### src/rtl/swh_regs.svh
// constants and timing counts for the sweep mode and holdoff logic
// Functional notes
// - enabled qualifying trigger drives received pair
// - received trigger: sense high, gate opens
// - no trigger: low sense pulse starts sweep
// - triggered-only mode: sweeps start on triggers
// - free-run selected by active-low select
// - trigger restarts timeout, suppresses auto drive
// - timeout expiry asserts auto drive
// - one-shot blocks sweeps until reset
// - ready shows sweep armed for trigger
// - holdoff start raises disable; one-shot keeps it
// - either reset low re-arms the sweep
// - sweep stop starts holdoff, disable high
// - disable held until adjustable holdoff elapses
// - high lockout disables the sweep
// - lockout also starts a holdoff cycle
// - dual-delay divider toggles per holdoff end
// - dual-delay passes every second holdoff out
// - delayed-start forces divider, every holdoff out
// - holdoff output high during holdoff while divider clear
// - standalone inhibits both pickoff comparators
// - single-delay with separation control off inhibits only second comparator
// - dual-delay inhibits comparators alternately, low active
`ifndef SWH_REGS_SVH
`define SWH_REGS_SVH

`define SWH_CLK_HZ        40000000
`define SWH_TIMEOUT_US    100000
`define SWH_TIMEOUT_CYC   (`SWH_TIMEOUT_US * (`SWH_CLK_HZ / 1000000))
`define SWH_HO_UNIT_NS    1000
`define SWH_HO_UNIT_CYC   ((`SWH_HO_UNIT_NS * (`SWH_CLK_HZ / 1000000) + 999) / 1000)
`define SWH_KNOB_W        4
`define SWH_TO_W          22
`define SWH_HO_W          10
`define SWH_SYNC_RST      1'b0
`define SWH_DIV_RST       1'b0

`endif

### src/rtl/swh_pkg.sv
// types shared by the sweep mode and holdoff logic
`default_nettype none
package swh_pkg;
	// gray order along armed, sweep, holdoff, spent
	typedef enum logic [1:0] {
		SWH_ARMED   = 2'h0,
		SWH_SWEEP   = 2'h1,
		SWH_HOLDOFF = 2'h3,
		SWH_SPENT   = 2'h2
	} swh_state_t;
endpackage
`default_nettype wire

### src/rtl/swh_sync.sv
// three-stage pin synchroniser, output moves when stages two and three agree
`default_nettype none
`include "swh_regs.svh"
module swh_sync #(
	parameter int W = 1
) (
	input  wire logic         clk_i,
	input  wire logic         rst_b_i,
	input  wire logic [W-1:0] pin_i,
	output logic      [W-1:0] sync_o
);
	import swh_pkg::*;

	typedef struct packed {
		logic [W-1:0] s1;
		logic [W-1:0] s2;
		logic [W-1:0] s3;
		logic [W-1:0] out;
	} swh_sync_st_t;

	swh_sync_st_t q_r;
	swh_sync_st_t q_nxt;

	always_comb begin
		q_nxt     = q_r;
		q_nxt.s1  = pin_i;
		q_nxt.s2  = q_r.s1;
		q_nxt.s3  = q_r.s2;
		// a lone glitch between stages two and three is not passed on
		q_nxt.out = (q_r.s2 & q_r.s3) | (q_r.out & (q_r.s2 | q_r.s3));
	end

	always_ff @(posedge clk_i) begin
		if (!rst_b_i) begin
			q_r <= {(4 * W){`SWH_SYNC_RST}};
		end else begin
			q_r <= q_nxt;
		end
	end

	assign sync_o = q_r.out;
endmodule
`default_nettype wire

### src/rtl/swh_sweep_logic.sv
// sweep start, auto, one-shot, holdoff and pickoff inhibit logic
`default_nettype none
`include "swh_regs.svh"
module swh_sweep_logic #(
	parameter int KNOB_W  = `SWH_KNOB_W,
	parameter int TO_W    = `SWH_TO_W,
	parameter int HO_W    = `SWH_HO_W,
	parameter int TO_CYC  = `SWH_TIMEOUT_CYC,
	parameter int HO_UNIT = `SWH_HO_UNIT_CYC
) (
	input  wire logic              clk_i,
	input  wire logic              rst_b_i,
	input  wire logic              trig_det_i,
	input  wire logic              trig_en_b_i,
	input  wire logic              triggered_only_mode_b_i,
	input  wire logic              free_run_b_i,
	input  wire logic              one_shot_mode_i,
	input  wire logic              reset_btn_b_i,
	input  wire logic              remote_reset_b_i,
	input  wire logic              sweep_stop_i,
	input  wire logic              lockout_i,
	input  wire logic              dual_delay_i,
	input  wire logic              standalone_i,
	input  wire logic              trace_separation_control_off_i,
	input  wire logic [KNOB_W-1:0] holdoff_knob_i,
	output logic                   trig_rcvd_o,
	output logic                   trig_rcvd_b_o,
	output logic                   auto_sense_o,
	output logic                   sweep_gate_o,
	output logic                   unblank_b_o,
	output logic                   auto_drive_o,
	output logic                   ready_o,
	output logic                   sweep_dis_o,
	output logic                   holdoff_b_o,
	output logic                   holdoff_o,
	output logic                   pickoff1_inh_b_o,
	output logic                   pickoff2_inh_b_o,
	output swh_pkg::swh_state_t    state_o
);
	import swh_pkg::*;

	localparam int SW = 12 + KNOB_W;

	typedef struct packed {
		swh_state_t      st;
		logic [TO_W-1:0] to_cnt;
		logic [HO_W-1:0] ho_cnt;
		logic            div;
		logic            stop_q;
		logic            trig_rcvd;
		logic            trig_rcvd_b;
		logic            auto_sense;
		logic            sweep_gate;
		logic            unblank_b;
		logic            auto_drive;
		logic            ready;
		logic            sweep_dis;
		logic            holdoff_b;
		logic            holdoff;
		logic            pk1_b;
		logic            pk2_b;
	} swh_st_t;

	swh_st_t q_r;
	swh_st_t q_nxt;

	logic [SW-1:0]     pins;
	logic [SW-1:0]     s;
	logic              s_trig;
	logic              s_en_b;
	logic              s_triggered_only_mode_b;
	logic              s_free_b;
	logic              s_one;
	logic              s_rst_btn_b;
	logic              s_rst_rem_b;
	logic              s_stop;
	logic              s_lock;
	logic              s_dual;
	logic              s_alone;
	logic              s_sep_off;
	logic [KNOB_W-1:0] s_knob;
	logic              trig;
	logic              auto_mode;
	logic              stop_rise;
	logic              rst_req;
	logic              ho_fall;

	assign pins = {trig_det_i, trig_en_b_i, triggered_only_mode_b_i, free_run_b_i,
		one_shot_mode_i, reset_btn_b_i, remote_reset_b_i, sweep_stop_i, lockout_i,
		dual_delay_i, standalone_i, trace_separation_control_off_i, holdoff_knob_i};

	swh_sync #(
		.W (SW)
	) u_sync (
		.clk_i   (clk_i),
		.rst_b_i (rst_b_i),
		.pin_i   (pins),
		.sync_o  (s)
	);

	assign {s_trig, s_en_b, s_triggered_only_mode_b, s_free_b, s_one, s_rst_btn_b, s_rst_rem_b,
		s_stop, s_lock, s_dual, s_alone, s_sep_off, s_knob} = s;

	// holdoff length grows with the panel control, never below one unit
	function automatic logic [HO_W-1:0] ho_load(input logic [KNOB_W-1:0] knob);
		int unsigned len;
		len = HO_UNIT * (int'(knob) + 1) - 1;
		return HO_W'(len);
	endfunction

	assign trig      = s_trig & ~s_en_b;
	assign auto_mode = ~s_free_b & s_triggered_only_mode_b;
	assign stop_rise = s_stop & ~q_r.stop_q;
	assign rst_req   = ~s_rst_btn_b | ~s_rst_rem_b;

	always_comb begin
		q_nxt        = q_r;
		q_nxt.stop_q = s_stop;
		q_nxt.trig_rcvd   = trig;
		q_nxt.trig_rcvd_b = ~trig;
		// sense high unless auto pulse below
		q_nxt.auto_sense  = 1'b1;

		if (trig || !auto_mode) begin
			q_nxt.to_cnt     = '0;
			q_nxt.auto_drive = 1'b0;
		end else if (q_r.to_cnt == TO_W'(TO_CYC - 1)) begin
			q_nxt.auto_drive = 1'b1;
		end else begin
			q_nxt.to_cnt = q_r.to_cnt + 1'b1;
		end

		unique case (q_r.st)
			SWH_ARMED: begin
				if (s_lock) begin
					q_nxt.st     = SWH_HOLDOFF;
					q_nxt.ho_cnt = ho_load(s_knob);
				end else if (trig) begin
					q_nxt.st = SWH_SWEEP;
				// auto start with low sense pulse
				end else if (q_r.auto_drive) begin
					q_nxt.st         = SWH_SWEEP;
					q_nxt.auto_sense = 1'b0;
				end
			end
			SWH_SWEEP: begin
				if (s_lock || stop_rise) begin
					q_nxt.st     = SWH_HOLDOFF;
					q_nxt.ho_cnt = ho_load(s_knob);
				end
			end
			SWH_HOLDOFF: begin
				if (s_lock) begin
					q_nxt.ho_cnt = ho_load(s_knob);
				end else if (q_r.ho_cnt == '0) begin
					q_nxt.st = s_one ? SWH_SPENT : SWH_ARMED;
				end else begin
					q_nxt.ho_cnt = q_r.ho_cnt - 1'b1;
				end
			end
			SWH_SPENT: begin
				if (s_lock) begin
					q_nxt.st     = SWH_HOLDOFF;
					q_nxt.ho_cnt = ho_load(s_knob);
				end else if (rst_req) begin
					q_nxt.st = SWH_ARMED;
				end
			end
		endcase

		q_nxt.sweep_gate = (q_nxt.st == SWH_SWEEP);
		q_nxt.unblank_b  = (q_nxt.st != SWH_SWEEP);
		q_nxt.sweep_dis  = (q_nxt.st == SWH_HOLDOFF) || (q_nxt.st == SWH_SPENT) || s_lock;
		q_nxt.holdoff_b  = (q_nxt.st != SWH_HOLDOFF);
		q_nxt.ready      = (q_nxt.st == SWH_ARMED) && !s_lock;

		ho_fall = (q_r.st == SWH_HOLDOFF) && (q_nxt.st != SWH_HOLDOFF);
		if (!s_dual) begin
			q_nxt.div = 1'b0;
		end else if (ho_fall) begin
			q_nxt.div = ~q_r.div;
		end
		q_nxt.holdoff = (q_nxt.st == SWH_HOLDOFF) && !q_nxt.div;

		if (s_alone) begin
			q_nxt.pk1_b = 1'b0;
			q_nxt.pk2_b = 1'b0;
		end else if (s_dual) begin
			q_nxt.pk1_b = ~q_nxt.div;
			q_nxt.pk2_b = q_nxt.div;
		end else if (s_sep_off) begin
			q_nxt.pk1_b = 1'b1;
			q_nxt.pk2_b = 1'b0;
		end else begin
			q_nxt.pk1_b = 1'b1;
			q_nxt.pk2_b = 1'b1;
		end
	end

	always_ff @(posedge clk_i) begin
		if (!rst_b_i) begin
			q_r             <= '0;
			q_r.st          <= SWH_ARMED;
			q_r.div         <= `SWH_DIV_RST;
			q_r.trig_rcvd_b <= 1'b1;
			q_r.auto_sense  <= 1'b1;
			q_r.unblank_b   <= 1'b1;
			q_r.holdoff_b   <= 1'b1;
		end else begin
			q_r <= q_nxt;
		end
	end

	assign trig_rcvd_o      = q_r.trig_rcvd;
	assign trig_rcvd_b_o    = q_r.trig_rcvd_b;
	assign auto_sense_o     = q_r.auto_sense;
	assign sweep_gate_o     = q_r.sweep_gate;
	assign unblank_b_o      = q_r.unblank_b;
	assign auto_drive_o     = q_r.auto_drive;
	assign ready_o          = q_r.ready;
	assign sweep_dis_o      = q_r.sweep_dis;
	assign holdoff_b_o      = q_r.holdoff_b;
	assign holdoff_o        = q_r.holdoff;
	assign pickoff1_inh_b_o = q_r.pk1_b;
	assign pickoff2_inh_b_o = q_r.pk2_b;
	assign state_o          = q_r.st;
endmodule
`default_nettype wire

### config.mk
export PLATFORM = sky130hd
export DESIGN_NAME = swh_sweep_logic
export DESIGN_NICKNAME = d
export VERILOG_FILES = /design/src/rtl/swh_pkg.sv /design/src/rtl/swh_sync.sv /design/src/rtl/swh_sweep_logic.sv
export VERILOG_INCLUDE_DIRS = /design/src /design/src/rtl
export SDC_FILE = /design/constraint.sdc
export NUM_CORES = 1
export LEC_CHECK = 0
export BUFFER_PORTS_ARGS = -buffer_cell sky130_fd_sc_hd__buf_4
export CORE_MARGIN = 1.5
export CORE_UTILIZATION = 59
export DETAILED_ROUTE_END_ITERATION = 8
export PLACE_DENSITY = 0.88
export SETUP_SLACK_MARGIN = 0.05
export SLEW_MARGIN = 10
export SYNTH_ARGS = -nofsm -noshare
export SYNTH_HDL_FRONTEND = slang
export SYNTH_HIERARCHICAL = 1
export SYNTH_SLANG_ARGS = --single-unit
export TNS_END_PERCENT = 20
### constraint.sdc
create_clock -name clk_i -period 4.12 [get_ports clk_i]
set_input_delay 0.206 -clock clk_i [delete_from_list [all_inputs] [get_ports clk_i]]
set_output_delay 0.206 -clock clk_i [all_outputs]
set_load 0.01 [all_outputs]
==> impl_metrics.env <==
export IMPL_synthFlopType="dfxtp_1"
export IMPL_slowest_delay_ns=0.48
export IMPL_ant_nets=0
export IMPL_path_class="flop to flop"
export IMPL_clkTransAtPathRegs_ns=0.11
export IMPL_period_share_pct=81.9
export IMPL_clk_path_buf_depth=2
export IMPL_cts_root_buf="clkbuf_8"
export IMPL_grt_overflow=0
export IMPL_antenna_cells=0
export IMPL_drc_errors=0
export IMPL_ys_ff_latch=112
export IMPL_hold_viol_final=0
export IMPL_fin_util_pct=66.5
export IMPL_nFillCells=577
export IMPL_num_vias=3148
export IMPL_tightest_slew_ns=0.741
export IMPL_routed_via_density=5.33
export IMPL_grt_pass1_wl_um=12900
export IMPL_ctsResizeCount=0
export IMPL_firstDrtPassIters=4
export IMPL_drt_iter0_drc=136
export IMPL_fmax_mhz=297
export IMPL_tns_ns=0
export IMPL_die_h_um=91.2
export IMPL_final_cell_mix="dfxtp_1 (112), and2_1 (56), nand2_1 (41)"
export IMPL_synth_avg_cell_area_um2=9.54
export IMPL_slew_headroom_pct=50.6
export IMPL_synth_distinct_cells=57
export IMPL_path_cells="nand3_1 -> xnor2_1 -> nor2_1 -> nor2_1 -> ha_1 -> inv_1 -> fa_1 -> inv_1 -> nor3_1 -> mux2_2 -> a21oi_1 -> a211o_1 -> o211ai_1"
export IMPL_required_ns=4.38
export IMPL_start_kind="flop"
export IMPL_crit_path_max_fanout=8
export IMPL_synthToLayoutAreaGrowth_pct=6.82
export IMPL_skew_ns=0.00905
export IMPL_arrival_ns=3.63
export IMPL_syn_inst=481
export IMPL_final_layout_size_suffix_gt1_share_pct=14.4
export IMPL_numCtsBuffers=9
export IMPL_fin_nets=513
export IMPL_cap_violations=0
export IMPL_grt_pass1_vias=2914
export IMPL_dieWidth_um=91.2
export IMPL_status="finished clean"
export IMPL_leakagePower_nw=1.89
export IMPL_io_buffers=31
export IMPL_stdcell_area_um2=4900
export IMPL_placed_area_um2=4690
export IMPL_finalSetupViolCount=0
export IMPL_ys_seq_area_share_pct=48.9
export IMPL_finalWirelength_um=7360
export IMPL_ir_drop_v=0.000315
export IMPL_start_util_pct=62.3
export IMPL_clock_sinks=112
export IMPL_synth_area_um2=4590
export IMPL_final_common_cell="dfxtp_1"
export IMPL_crit_slowest_cell="dfxtp_1"
export IMPL_antenna_found_initial=0
export IMPL_ys_warn_count=6
export IMPL_wl_per_cell_um=12.4
export IMPL_dp_hpwl_um=4980
export IMPL_core_region_area_um2=7370
export IMPL_die_area_um2=8310
export IMPL_fin_crit_ns=3.37
export IMPL_grt_max_degree=85
export IMPL_clk_latency_ns=0.38
export IMPL_hold_class="input port to flop"
export IMPL_slew_viol_final=0
export IMPL_synth_edff_count=0
export IMPL_power_per_cell_area_nw_per_um2=365
export IMPL_critPathCaptureType="flop"
export IMPL_ys_async_sr_fraction_pct=0
export IMPL_cts_tree="done"
export IMPL_whs_ns=0.0239
export IMPL_htreeDepth=3
export IMPL_grt_setup_unrepaired="no"
export IMPL_rows=31
export IMPL_io_pin_count=32
export IMPL_gp_congestion=0.831
export IMPL_synthesis_nets=507
export IMPL_grt_total_usage_pct=19.2
## report_power, final
part	total, W	internal [W]	switching, W
clock network	0.000625	0.000249	0.000376
registers	0.00111	0.00110	0.00000830
logic	0.0000520	0.0000295	0.0000225
## logic make-up (layout without fill, tap and decap cells)
kind of cell             Yosys count  in the layout  share of synthesized area [%]
flip-flops                       112            112                           48.9
adder cells (fa/ha/maj)            8              8                           2.35
AO/OA/AOI/OAI                     82             82                           13.1
multiplexers                       2              2                          0.464
buffers and inverters             49             60                           6.44
XOR/XNOR                          28             28                           5.34
AND/OR/NAND/NOR                  200            200                           23.4
## area by class of cell
cell class	count	area (um^2)	share of cell area [%]
clock buffer	10	138	2.81
clock inverter	6	58.8	1.20
inverter	12	45.0	0.919
multi-input combinational	320	2050	41.8
sequential	112	2240	45.7
tap	99	124	2.53
timing repair buffer	32	243	4.95
## critical path, delay by kind of cell, from the launching register on
| family | cells | cell delay (ns) |
|---|---|---|
| multiplexers | 1 | 0.39 |
| flip-flops | 1 | 0.48 |
| adder cells (fa/ha/maj) | 2 | 0.65 |
| AO/OA/AOI/OAI | 3 | 0.41 |
| AND/OR/NAND/NOR | 4 | 0.78 |
| XOR/XNOR | 1 | 0.43 |
| buffers and inverters | 2 | 0.11 |
## per-stage QoR
stage | std cells | total power [W] | setup WS, ns
after floorplan | 481 | 0.00117 | 1.16
after global placement | 574 | 0.00119 | 0.947
after detailed placement | 574 | 0.00119 | 0.800
after CTS | 590 | 0.00181 | 0.756
after global routing | 591 | 0.00186 | 0.448
final | 591 | 0.00179 | 0.747
## synth_stat cells, types with 6 or more instances
master,instances,area [um^2]
dfxtp_1,112,2240
and2_1,56,350
nand2_1,41,154
nor2_1,39,146
o21ai_0,26,130
buf_4,21,158
xor2_1,17,149
a21boi_2,13,146
a21oi_1,12,60.1
inv_1,11,41.3
xnor2_1,11,96.3
clkbuf_1,10,37.5
and3_1,9,56.3
nand3_1,9,45.0
nor3_1,9,45.0
ha_1,7,87.6
nand4_1,6,37.5
## metal layers
layer  GRT usage, %  vias to the layer above  part of all wire (%)
li1               -                     1617                     -
met1           24.1                     1454                    48
met2           30.8                       66                    46
met3           6.53                       11                   5.0
met4           6.51                        0                   1.3
met5              0                        -                     0
## final timing paths
path	slack [ns]	to	cells past startpoint	start
worst max-delay path	0.75	q_r[23]$_SDFFE_PN0P_	13	u_sync/sync_o[0]$_SDFF_PN0_
worst min-delay path	0.02	u_sync/q_nxt[35]$_SDFF_PN0_	2	holdoff_knob_i[3]
worst max register to register	0.75	q_r[23]$_SDFFE_PN0P_	13	u_sync/sync_o[0]$_SDFF_PN0_
worst min register to register	0.45	u_sync/q_nxt[31]$_SDFF_PN0_	1	u_sync/q_nxt[47]$_SDFF_PN0_
## registers in the layout, summed over array words and instances, names as in the netlist
| register | cells |
|---|---|
| ready_o | 1 |
| pickoff2_inh_b_o | 1 |
| u_sync/q_nxt | 32 |
| auto_sense_o | 1 |
| sweep_gate_o | 1 |
| u_sync/sync_o | 16 |
| holdoff_o | 1 |
| pickoff1_inh_b_o | 1 |
| state_o | 2 |
| q_r | 34 |
| holdoff_b_o | 1 |
| unblank_b_o | 1 |
| auto_drive_o | 1 |
| trig_rcvd_b_o | 1 |
| trig_rcvd_o | 1 |
| u_sync/q_r | 16 |
| sweep_dis_o | 1 |
## timing repair
action,in CTS,in global routing
hold endpoints to repair,0,1
hold buffers,0,1
buffers inserted,0,0
Note: power is estimated with default switching activity, not from simulation.
